$ cat src/pkg/reclocker_status_map.svh
// Addresses, bit positions and reset values of the status and monitoring registers
`ifndef RECLOCKER_STATUS_MAP_SVH
`define RECLOCKER_STATUS_MAP_SVH

// ==========================================================
// Register addresses
`define RCK_ADDR_MASTER_RESET 8'h80
`define RCK_ADDR_LOSS_A 8'h83
`define RCK_ADDR_LOSS_B 8'h84
`define RCK_ADDR_ALARM_CLEAR 8'h85
`define RCK_ADDR_SUM_RESULT 8'h87
`define RCK_ADDR_LOCK_STATUS 8'h88
`define RCK_ADDR_RATE 8'h89

// ==========================================================
// Values
`define RCK_RESET_BYTE 8'h00
`define RCK_MASTER_RESET_KEY 8'haa
`define RCK_RATE_RESET 2'h0
`define RCK_CTRL_RESET 2'h0

// ==========================================================
// Bit positions
`define RCK_BIT_INPUT1_LOST 5
`define RCK_BIT_INPUT0_LOST 2
`define RCK_BIT_INPUT3_LOST 5
`define RCK_BIT_INPUT2_LOST 1
`define RCK_BIT_REF_MISSING 5
`define RCK_BIT_PLL_UNLOCKED 4
`define RCK_BIT_RECLOCKER_UNLOCKED 0
`define RCK_BIT_CLEAR_ALARMS 0
`define RCK_BIT_SOFT_RESET 1

// ==========================================================
// Alarm latch indices
`define RCK_ALARM_COUNT 7
`define RCK_IDX_INPUT0 0
`define RCK_IDX_INPUT1 1
`define RCK_IDX_INPUT2 2
`define RCK_IDX_INPUT3 3
`define RCK_IDX_REF_MISSING 4
`define RCK_IDX_PLL_UNLOCKED 5
`define RCK_IDX_RECLOCKER_UNLOCKED 6

`endif

$ cat src/pkg/reclocker_status_pkg.sv
// Types of the status and monitoring register group
`default_nettype none
package reclocker_status_pkg;

    typedef enum logic [1:0] {
        RATE_UNLOCKED,
        RATE_SD,
        RATE_HD,
        RATE_3G
    } rate_e;

    typedef struct packed {
        logic [7:0] master_reset;
        logic soft_reset;
        logic clear_alarms;
        logic [7:0] sum_result;
        logic [1:0] rate_meta;
        rate_e rate_sync;
        logic [7:0] rdata;
        logic master_pulse;
    } regs_state_s;

endpackage

`default_nettype wire

$ cat src/rtl/alarm_latch.sv
// Synchronised sticky alarm bits with a level clear
`timescale 1ns/1ps
`default_nettype none

module alarm_latch #(
    parameter int WIDTH = 7
) (
    input wire logic sys_clk_i,
    input wire logic rst_n_i,
    input wire logic [WIDTH-1:0] raw_i,
    input wire logic clear_i,
    output logic [WIDTH-1:0] latched_o
);

    typedef struct packed {
        logic [WIDTH-1:0] meta;
        logic [WIDTH-1:0] sync;
        logic [WIDTH-1:0] sticky;
    } latch_state_s;

    latch_state_s state;
    latch_state_s next_state;

    // ==========================================================
    // Next state
    always_comb begin
        next_state = state;
        next_state.meta = raw_i;
        next_state.sync = state.meta;
        if (clear_i) begin
            next_state.sticky = '0;
        end else begin
            next_state.sticky = state.sticky | state.sync;
        end
    end

    always_ff @(posedge sys_clk_i or negedge rst_n_i) begin
        if (!rst_n_i) begin
            state <= '0;
        end else begin
            state <= next_state;
        end
    end

    assign latched_o = state.sticky;
endmodule

`default_nettype wire

$ cat src/rtl/reclocker_status_alarm_regs.sv
// Status, alarm clear, soft reset, checksum result and rate registers of the reclocker
//
// Notes on behaviour
// - Each input's loss bit latches at one until software clears it.
// - First loss register: input 1 in bit 5, input 0 in bit 2.
// - Second loss register: input 3 in bit 5, input 2 in bit 1.
// - While clear bit is one, all latched bits of both loss and lock registers clear.
// - Bit 1 of alarm clear register soft-resets only the recovery block.
// - Checksum result register shows all eight bits of the checksum outcome.
// - Lock status bit 5 reads one when the reference clock is absent.
// - Lock status bit 4 reads one when the reference PLL is unlocked.
// - Lock status bit 0 reads one when the reclocker lost lock.
// - Rate register low bits: 00 unlocked, 01 SD, 10 HD, 11 3G.
// - Writing AAh to master reset register resets the whole device; 00h normal.
`timescale 1ns/1ps
`default_nettype none
`include "reclocker_status_map.svh"

module reclocker_status_alarm_regs (
    input wire logic sys_clk_i,
    input wire logic rst_n_i,
    input wire logic [7:0] reg_addr_i,
    input wire logic reg_wr_i,
    input wire logic [7:0] reg_wdata_i,
    input wire logic reg_rd_i,
    output logic [7:0] reg_rdata_o,
    input wire logic [3:0] input_signal_lost_i,
    input wire logic reference_clock_missing_i,
    input wire logic reference_pll_unlocked_i,
    input wire logic reclocker_unlocked_i,
    input wire logic [1:0] rate_detect_i,
    input wire logic [7:0] sum_result_i,
    input wire logic sum_valid_i,
    output logic recovery_block_soft_reset_o,
    output logic master_reset_o
);

    reclocker_status_pkg::regs_state_s state;
    reclocker_status_pkg::regs_state_s next_state;
    logic [`RCK_ALARM_COUNT-1:0] alarm_raw;
    logic [`RCK_ALARM_COUNT-1:0] alarms;

    // ==========================================================
    // Decoding
    function automatic logic is_mapped(input logic [7:0] addr);
        logic hit;
        hit = 1'b0;
        case (addr)
            `RCK_ADDR_MASTER_RESET,
            `RCK_ADDR_LOSS_A,
            `RCK_ADDR_LOSS_B,
            `RCK_ADDR_ALARM_CLEAR,
            `RCK_ADDR_SUM_RESULT,
            `RCK_ADDR_LOCK_STATUS,
            `RCK_ADDR_RATE: begin
                hit = 1'b1;
            end
            default: begin
                hit = 1'b0;
            end
        endcase
        return hit;
    endfunction

    function automatic logic [7:0] read_byte(
        input logic [7:0] addr,
        input reclocker_status_pkg::regs_state_s s,
        input logic [`RCK_ALARM_COUNT-1:0] al
    );
        logic [7:0] v;
        v = `RCK_RESET_BYTE;
        case (addr)
            `RCK_ADDR_MASTER_RESET: begin
                v = s.master_reset;
            end
            `RCK_ADDR_LOSS_A: begin
                v[`RCK_BIT_INPUT1_LOST] = al[`RCK_IDX_INPUT1];
                v[`RCK_BIT_INPUT0_LOST] = al[`RCK_IDX_INPUT0];
            end
            `RCK_ADDR_LOSS_B: begin
                v[`RCK_BIT_INPUT3_LOST] = al[`RCK_IDX_INPUT3];
                v[`RCK_BIT_INPUT2_LOST] = al[`RCK_IDX_INPUT2];
            end
            `RCK_ADDR_ALARM_CLEAR: begin
                v[`RCK_BIT_SOFT_RESET] = s.soft_reset;
                v[`RCK_BIT_CLEAR_ALARMS] = s.clear_alarms;
            end
            `RCK_ADDR_SUM_RESULT: begin
                v = s.sum_result;
            end
            `RCK_ADDR_LOCK_STATUS: begin
                v[`RCK_BIT_REF_MISSING] = al[`RCK_IDX_REF_MISSING];
                v[`RCK_BIT_PLL_UNLOCKED] = al[`RCK_IDX_PLL_UNLOCKED];
                v[`RCK_BIT_RECLOCKER_UNLOCKED] = al[`RCK_IDX_RECLOCKER_UNLOCKED];
            end
            `RCK_ADDR_RATE: begin
                v[1:0] = s.rate_sync;
            end
            default: begin
                v = `RCK_RESET_BYTE;
            end
        endcase
        return v;
    endfunction

    // ==========================================================
    // Alarm latches
    assign alarm_raw = {
        reclocker_unlocked_i,
        reference_pll_unlocked_i,
        reference_clock_missing_i,
        input_signal_lost_i
    };

    alarm_latch #(
        .WIDTH(`RCK_ALARM_COUNT)
    ) u_alarm_latch (
        .sys_clk_i(sys_clk_i),
        .rst_n_i(rst_n_i),
        .raw_i(alarm_raw),
        .clear_i(state.clear_alarms | state.master_pulse),
        .latched_o(alarms)
    );

    // ==========================================================
    // Register file
    always_comb begin
        next_state = state;
        next_state.master_pulse = 1'b0;
        next_state.rate_meta = rate_detect_i;
        next_state.rate_sync = reclocker_status_pkg::rate_e'(state.rate_meta);
        if (reg_wr_i) begin
            case (reg_addr_i)
                `RCK_ADDR_MASTER_RESET: begin
                    next_state.master_reset = reg_wdata_i;
                end
                `RCK_ADDR_ALARM_CLEAR: begin
                    next_state.soft_reset = reg_wdata_i[`RCK_BIT_SOFT_RESET];
                    next_state.clear_alarms = reg_wdata_i[`RCK_BIT_CLEAR_ALARMS];
                end
                `RCK_ADDR_SUM_RESULT: begin
                    next_state.sum_result = reg_wdata_i;
                end
                default: begin
                    next_state.master_reset = state.master_reset;
                end
            endcase
        end
        // Hardware result wins over a same-cycle software write
        if (sum_valid_i) begin
            next_state.sum_result = sum_result_i;
        end
        if (reg_rd_i) begin
            next_state.rdata = read_byte(reg_addr_i, state, alarms);
        end
        // Key written: one-cycle reset pulse, register file back to defaults
        if (reg_wr_i && reg_addr_i == `RCK_ADDR_MASTER_RESET && reg_wdata_i == `RCK_MASTER_RESET_KEY) begin
            next_state.master_pulse = 1'b1;
        end
        if (state.master_pulse) begin
            next_state.master_reset = `RCK_RESET_BYTE;
            next_state.soft_reset = 1'b0;
            next_state.clear_alarms = 1'b0;
            next_state.sum_result = `RCK_RESET_BYTE;
            next_state.rdata = `RCK_RESET_BYTE;
        end
    end

    always_ff @(posedge sys_clk_i or negedge rst_n_i) begin
        if (!rst_n_i) begin
            state.master_reset <= `RCK_RESET_BYTE;
            state.soft_reset <= 1'b0;
            state.clear_alarms <= 1'b0;
            state.sum_result <= `RCK_RESET_BYTE;
            state.rate_meta <= `RCK_RATE_RESET;
            state.rate_sync <= reclocker_status_pkg::RATE_UNLOCKED;
            state.rdata <= `RCK_RESET_BYTE;
            state.master_pulse <= 1'b0;
        end else begin
            state <= next_state;
        end
    end

    assign reg_rdata_o = state.rdata;
    assign recovery_block_soft_reset_o = state.soft_reset;
    assign master_reset_o = state.master_pulse;
endmodule

`default_nettype wire

$ cat config.mk
export PLATFORM = sky130hd
export DESIGN_NAME = reclocker_status_alarm_regs
export DESIGN_NICKNAME = d
export VERILOG_FILES = /design/src/pkg/reclocker_status_pkg.sv /design/src/rtl/alarm_latch.sv /design/src/rtl/reclocker_status_alarm_regs.sv
export VERILOG_INCLUDE_DIRS = /design/src /design/src/pkg
export SDC_FILE = /design/constraint.sdc
export NUM_CORES = 1
export LEC_CHECK = 0
export ABC_AREA = 1
export BUFFER_PORTS_ARGS = -buffer_cell sky130_fd_sc_hd__buf_2
export CORE_MARGIN = 2
export CORE_UTILIZATION = 54
export CTS_CLUSTER_SIZE = 40
export DETAILED_ROUTE_END_ITERATION = 6
export PLACE_DENSITY = 0.79
export SETUP_SLACK_MARGIN = 0.15
export SYNTH_ARGS = -nofsm -noshare
export SYNTH_HDL_FRONTEND = slang
export SYNTH_SLANG_ARGS = --single-unit
export TNS_END_PERCENT = 10
$ cat constraint.sdc
create_clock -name sys_clk_i -period 1.8 [get_ports sys_clk_i]
set_clock_uncertainty 0.15 [all_clocks]
set_input_delay 0.36 -clock sys_clk_i [delete_from_list [all_inputs] [get_ports sys_clk_i]]
set_output_delay 0.36 -clock sys_clk_i [all_outputs]
set_load 0.02 [all_outputs]
### Yosys cells after proc, flatten, opt, wreduce, memory -nomap -nowiden

Index checks and enable logic that the tools add are counted.

* memories: 0
* RAM bits: 0
* register bits: 52
* bits in latches: 0
* ROM bits: 0

* eq/ne operators: 8
* multiply operators: 0
* divide/modulo/power cells: 0
* reduce and logical (&&, ||, !) cells: 11
* $add $sub $neg: 0
* shifts and indexed selects: 0
* bitwise logic cells: 2
* $lt $le $gt $ge: 0
* multiplexer cells: 17

Operators by type and width (count)
* == test 8 bit (second input constant): 8
* 2-to-1 mux 8 bit: 5
* 2-to-1 mux 18 bit: 2
* case mux 1 bit (5 select lines): 3
* nonzero test 2 bit: 4
* 2-to-1 mux 7 bit: 1
* OR 7 bit: 1
* case mux 1 bit (3 select lines): 2
* AND reduction 2 bit: 3
* nonzero test 3 bit: 2
* case mux 2 bit (2 select lines): 1
* logical AND 1 bit: 2
* 2-to-1 mux 2 bit: 1
* case mux 1 bit (2 select lines): 1
* 2-to-1 mux 1 bit: 1
* OR 1 bit: 1

### Logic depth before layout (Yosys ltp)

* depth after elaboration: 5
* depth in mapped cells: 10

### By module

Synthesis repeated with hierarchy kept, for this count alone.

* cell total of the unflattened synthesis: 263
* area total of the unflattened synthesis: 2358.5 µm²

By module, submodules not included
* reclocker_status_alarm_regs: instances 1, cells each 221, area each 1727.9 µm²
* alarm_latch: instances 1, cells each 42, area each 630.6 µm²

### Least setup slack after synthesis

No wires, ideal clock.

* kind: input to register
* start: in reg_addr_i[6]
* end: reg state[14] in the netlist's numbering
* setup time: 0.126 ns
* stages on the path: 7
* data arrival time: 1.168 ns
* setup slack: 0.356 ns
* buffers on the path: 1
* path through: inv_1 -> nand2_1 -> nor2_8 -> nand2_4 -> o21ai_4 -> buf_6 -> o21ai_0

* word-level cells in the longest chain between the ends: 3

RTL lines
* start, declared: line reclocker_status_alarm_regs.sv:22 `input wire logic [7:0] reg_addr_i,`
* == test 8 bit: line reclocker_status_alarm_regs.sv:133 `case (reg_addr_i)`
* nonzero test 3 bit (no line)
* AND reduction 2 bit (no line)
* end signal, assigned: line reclocker_status_alarm_regs.sv:180 `state <= next_state;`
* end, declared: line reclocker_status_alarm_regs.sv:38 `reclocker_status_pkg::regs_state_s state;`

Every way passes these cells.
A chain may end at the register's enable or synchronous reset.

### Worst setup path after layout

* start: reg state, in the netlist master_reset_o
* end: out master_reset_o

RTL lines
* end, declared: line reclocker_status_alarm_regs.sv:35 `output logic master_reset_o`

No word-level cell between the ends.

==> run summary <==
========================================================================================
Fraction of layout cells with a size suffix above 1                               22.05%
Count of buffers inserted at the top-level ports                                      47
Synthesized netlist net count                                                        305
Path class of the lowest-slack min-delay path                                     in2reg
Final count of negative-setup-slack endpoints                                          0
Detail-routed via count per cell                                                   5.132
Number of global-route vias before repair                                           1896
Overall Power                                                                   2.213 mW
CTS sink cnt                                                                          52
Clock-pin slew on the worst setup and hold paths                                 0.10 ns
Htree depth                                                                            2
Total power density per cell area                                           797.7 mW/mm^2
Critical path type                                                               reg2out
Slowest cell on the critical path                                           sky130_fd_sc_hd__dfrtp_1
CTS Root Buffer Type                                                        sky130_fd_sc_hd__clkbuf_8
Number of nets with antenna violations after routing                                   0
Number of synthesized flops with an enable pin                                         0
Number of library cell types mapped by synthesis                                      25
Warnings from Yosys                                                                    0
Placer's final routability congestion estimate                                    0.8847
Buffers & Inverters on Critical Path                                                   1
Setup TNS                                                                           0 ns
Run status                                                                  finished clean
Number of instances resized during post-cts repair                                     0
Share of Yosys cell area claimed by the top area cell type                        55.70%
Synth area leader                                                           sky130_fd_sc_hd__dfrtp_1
Top cells by area in the synthesized netlist                                sky130_fd_sc_hd__dfrtp_1, sky130_fd_sc_hd__nand2_1, sky130_fd_sc_hd__nor2_1, sky130_fd_sc_hd__inv_1, sky130_fd_sc_hd__nand3_1
Minimum clock period after layout                                               1.583 ns
Cell area after technology mapping                                          0.002336 mm^2
Setup Fix Bufs, Post-CTS                                                               0
Clock tree from TritonCTS                                                          built
Wire length after detailed routing                                              5.004 mm
Routed WL per cell                                                              13.45 um
Setup repair after global routing missed its margin                                false
Portion of the clock cycle consumed by the worst path in the final layout         87.97%
Clock insertion delay at the later pin of the skew report                        0.31 ns
Initial standard-cell utilization of the core                                     57.16%
Die X-Extent                                                                    69.77 um
Peak supply drop                                                                634.0 uV
Ant diodes                                                                             0
Placeable core area                                                         0.004086 mm^2
List of most frequent post-synthesis cells                                  sky130_fd_sc_hd__nand2_1, sky130_fd_sc_hd__dfrtp_1, sky130_fd_sc_hd__nor2_1
First DRT Iteration DRCs                                                             131
Post-detail-place hpwl                                                          3.524 mm
Nets                                                                                 359
Largest net degree at the start of global routing                                     53
Sequential area share after synthesis                                             55.70%
Max-Slew Margin vs Limit                                                          70.71%
Critical path, cell by cell                                                        buf_2
Number of max-slew violations in the final report                                      0
CP max stage delay                                                               0.54 ns
P&R area growth vs syn                                                            18.75%
Standby leakage power                                                           1.484 nW
Share of flip-flops with an asynchronous set or reset after synthesis             100.0%
Upper clock frequency limit                                                   0.6315 GHz
DR DRC count                                                                           0
Category of the worst setup path launch point                                       flop
Synthesized instance count                                                           267
Dominant cell by count in the synthesized netlist                           sky130_fd_sc_hd__nand2_1
Category of cells accounting for the largest share of critical-path delay     flip-flops
Number of placement rows                                                              23
Final hold violation count                                                             0
Utilization after layout                                                          67.88%
Avg Synthesized Cell Area                                                     8.749 um^2
Total vias in the final route                                                       1909
Buffer levels on the longest clock path                                                2
Residual overflow from global routing                                                  0
Number of antenna violations at the first check in global routing                      0
Global-route wire length before repair                                          8.383 mm
Type of destination of the critical path                                    primary output
Transition time of the tightest slew-check pin                                 0.4378 ns
Number of max-cap violations                                                           0
Number of detailed-route iterations in the first pass                                  4
CP Max Fanout                                                                          8
Boundary Pins                                                                         48
Overall fraction of global-route tracks in use                                    21.58%
Chip height                                                                     69.77 um
CP Data Required Time                                                            1.29 ns
Data arrival, critical path                                                      1.07 ns
Synthesized flop and latch total                                                      52
Worst hold margin                                                              0.1712 ns
Post-synth top flop                                                         sky130_fd_sc_hd__dfrtp_1
Count of hold buffers inserted by post-cts repair                                     10
Area enclosed by the die boundary                                           0.004868 mm^2
Cts bufs inserted                                                                      5
========================================================================================
## placed cells by master, fill, tap and decap left out, types with 2 or more instances in the layout
| cell | count |
|---|---|
| sky130_fd_sc_hd__a21oi_1 | 4 |
| sky130_fd_sc_hd__a31oi_1 | 5 |
| sky130_fd_sc_hd__buf_2 | 47 |
| sky130_fd_sc_hd__buf_4 | 2 |
| sky130_fd_sc_hd__clkbuf_8 | 5 |
| sky130_fd_sc_hd__dfrtp_1 | 52 |
| sky130_fd_sc_hd__dlygate4sd3_1 | 10 |
| sky130_fd_sc_hd__inv_1 | 35 |
| sky130_fd_sc_hd__inv_6 | 2 |
| sky130_fd_sc_hd__nand2_1 | 58 |
| sky130_fd_sc_hd__nand2_2 | 2 |
| sky130_fd_sc_hd__nand3_1 | 19 |
| sky130_fd_sc_hd__nand4_1 | 5 |
| sky130_fd_sc_hd__nor2_1 | 43 |
| sky130_fd_sc_hd__nor2_2 | 2 |
| sky130_fd_sc_hd__nor2_8 | 2 |
| sky130_fd_sc_hd__o21ai_0 | 15 |
| sky130_fd_sc_hd__o21ai_2 | 2 |
| sky130_fd_sc_hd__o22ai_1 | 3 |
## through the flow
stage / worst slack (ns) / cells / area, um^2
floorplan: 0.3556 / 267 / 2336
global placement: 0.07927 / 354 / 2576
detailed placement: 0.02738 / 354 / 2576
CTS: 0.2247 / 372 / 2774
global route: 0.1668 / 372 / 2774
finish: 0.2165 / 372 / 2774
## worst paths after layout
kind	startpoint	endpoint	slack, ns	depth (start not counted)
max in group asynchronous	rst_n_i	reg_rdata_o[5]	0.86	3
worst min register to register	u_alarm_latch.next_state[13]	u_alarm_latch.state[13]	0.21	0
worst min-delay path	reg_rd_i	reg_rdata_o[2]	0.17	3
worst max register to register	master_reset_o	state[30]	0.25	3
worst max-delay path	master_reset_o	master_reset_o	0.22	1
min in group asynchronous	rst_n_i	u_alarm_latch.latched_o[2]	0.41	3
## power by group
group,total [mW],internal [mW],switching [mW]
sequential,1.27,1.23,0.0331
clock,0.717,0.294,0.423
combinational,0.231,0.0934,0.137
total,2.21,1.62,0.593
## routing by layer
| layer | share of wire [%] | up-vias | GRT usage [%] | wire length [um] |
|---|---|---|---|---|
| met2 | 47 | 67 | 34.18 | 2357 |
| met3 | 6.3 | 12 | 4.651 | 315 |
| li1 | - | 940 | - | - |
| met1 | 44 | 890 | 29.02 | 2208 |
| met4 | 2.5 | 0 | 8.547 | 123 |
| met5 | 0 | - | 0 | 0 |
## final cells by class
type                            count  area [um^2]
Fill cell                         330         1313
Sequential cell                    52         1301
Timing Repair Buffer               60        370.4
Tap cell                           50        62.56
Clock buffer                        5        68.82
Clock inverter                      3        28.78
Inverter                           35        131.4
Multi-Input combinational cell    167        810.8
## sequential cells by signal, indices dropped and copies added (netlist names)
signal	flops
u_alarm_latch.latched_o	7
state	19
u_alarm_latch.state	7
next_state	2
reg_rdata_o	8
u_alarm_latch.next_state	7
recovery_block_soft_reset_o	1
master_reset_o	1
## worst reg2reg max path: cells and delay by family (launching register included)
kind / cells / cell delay, ns
flip-flops: 1 / 0.50
AO/OA/AOI/OAI: 1 / 0.21
buffers and inverters: 1 / 0.37
AND/OR/NAND/NOR: 1 / 0.24
## logic make-up after synthesis
family | count (synthesis) | synth area share, %
simple gates | 137 | 27.05
buf+inv | 48 | 9.587
compound gates | 30 | 7.660
flops | 52 | 55.70
Power figures use the tool's default switching activity.
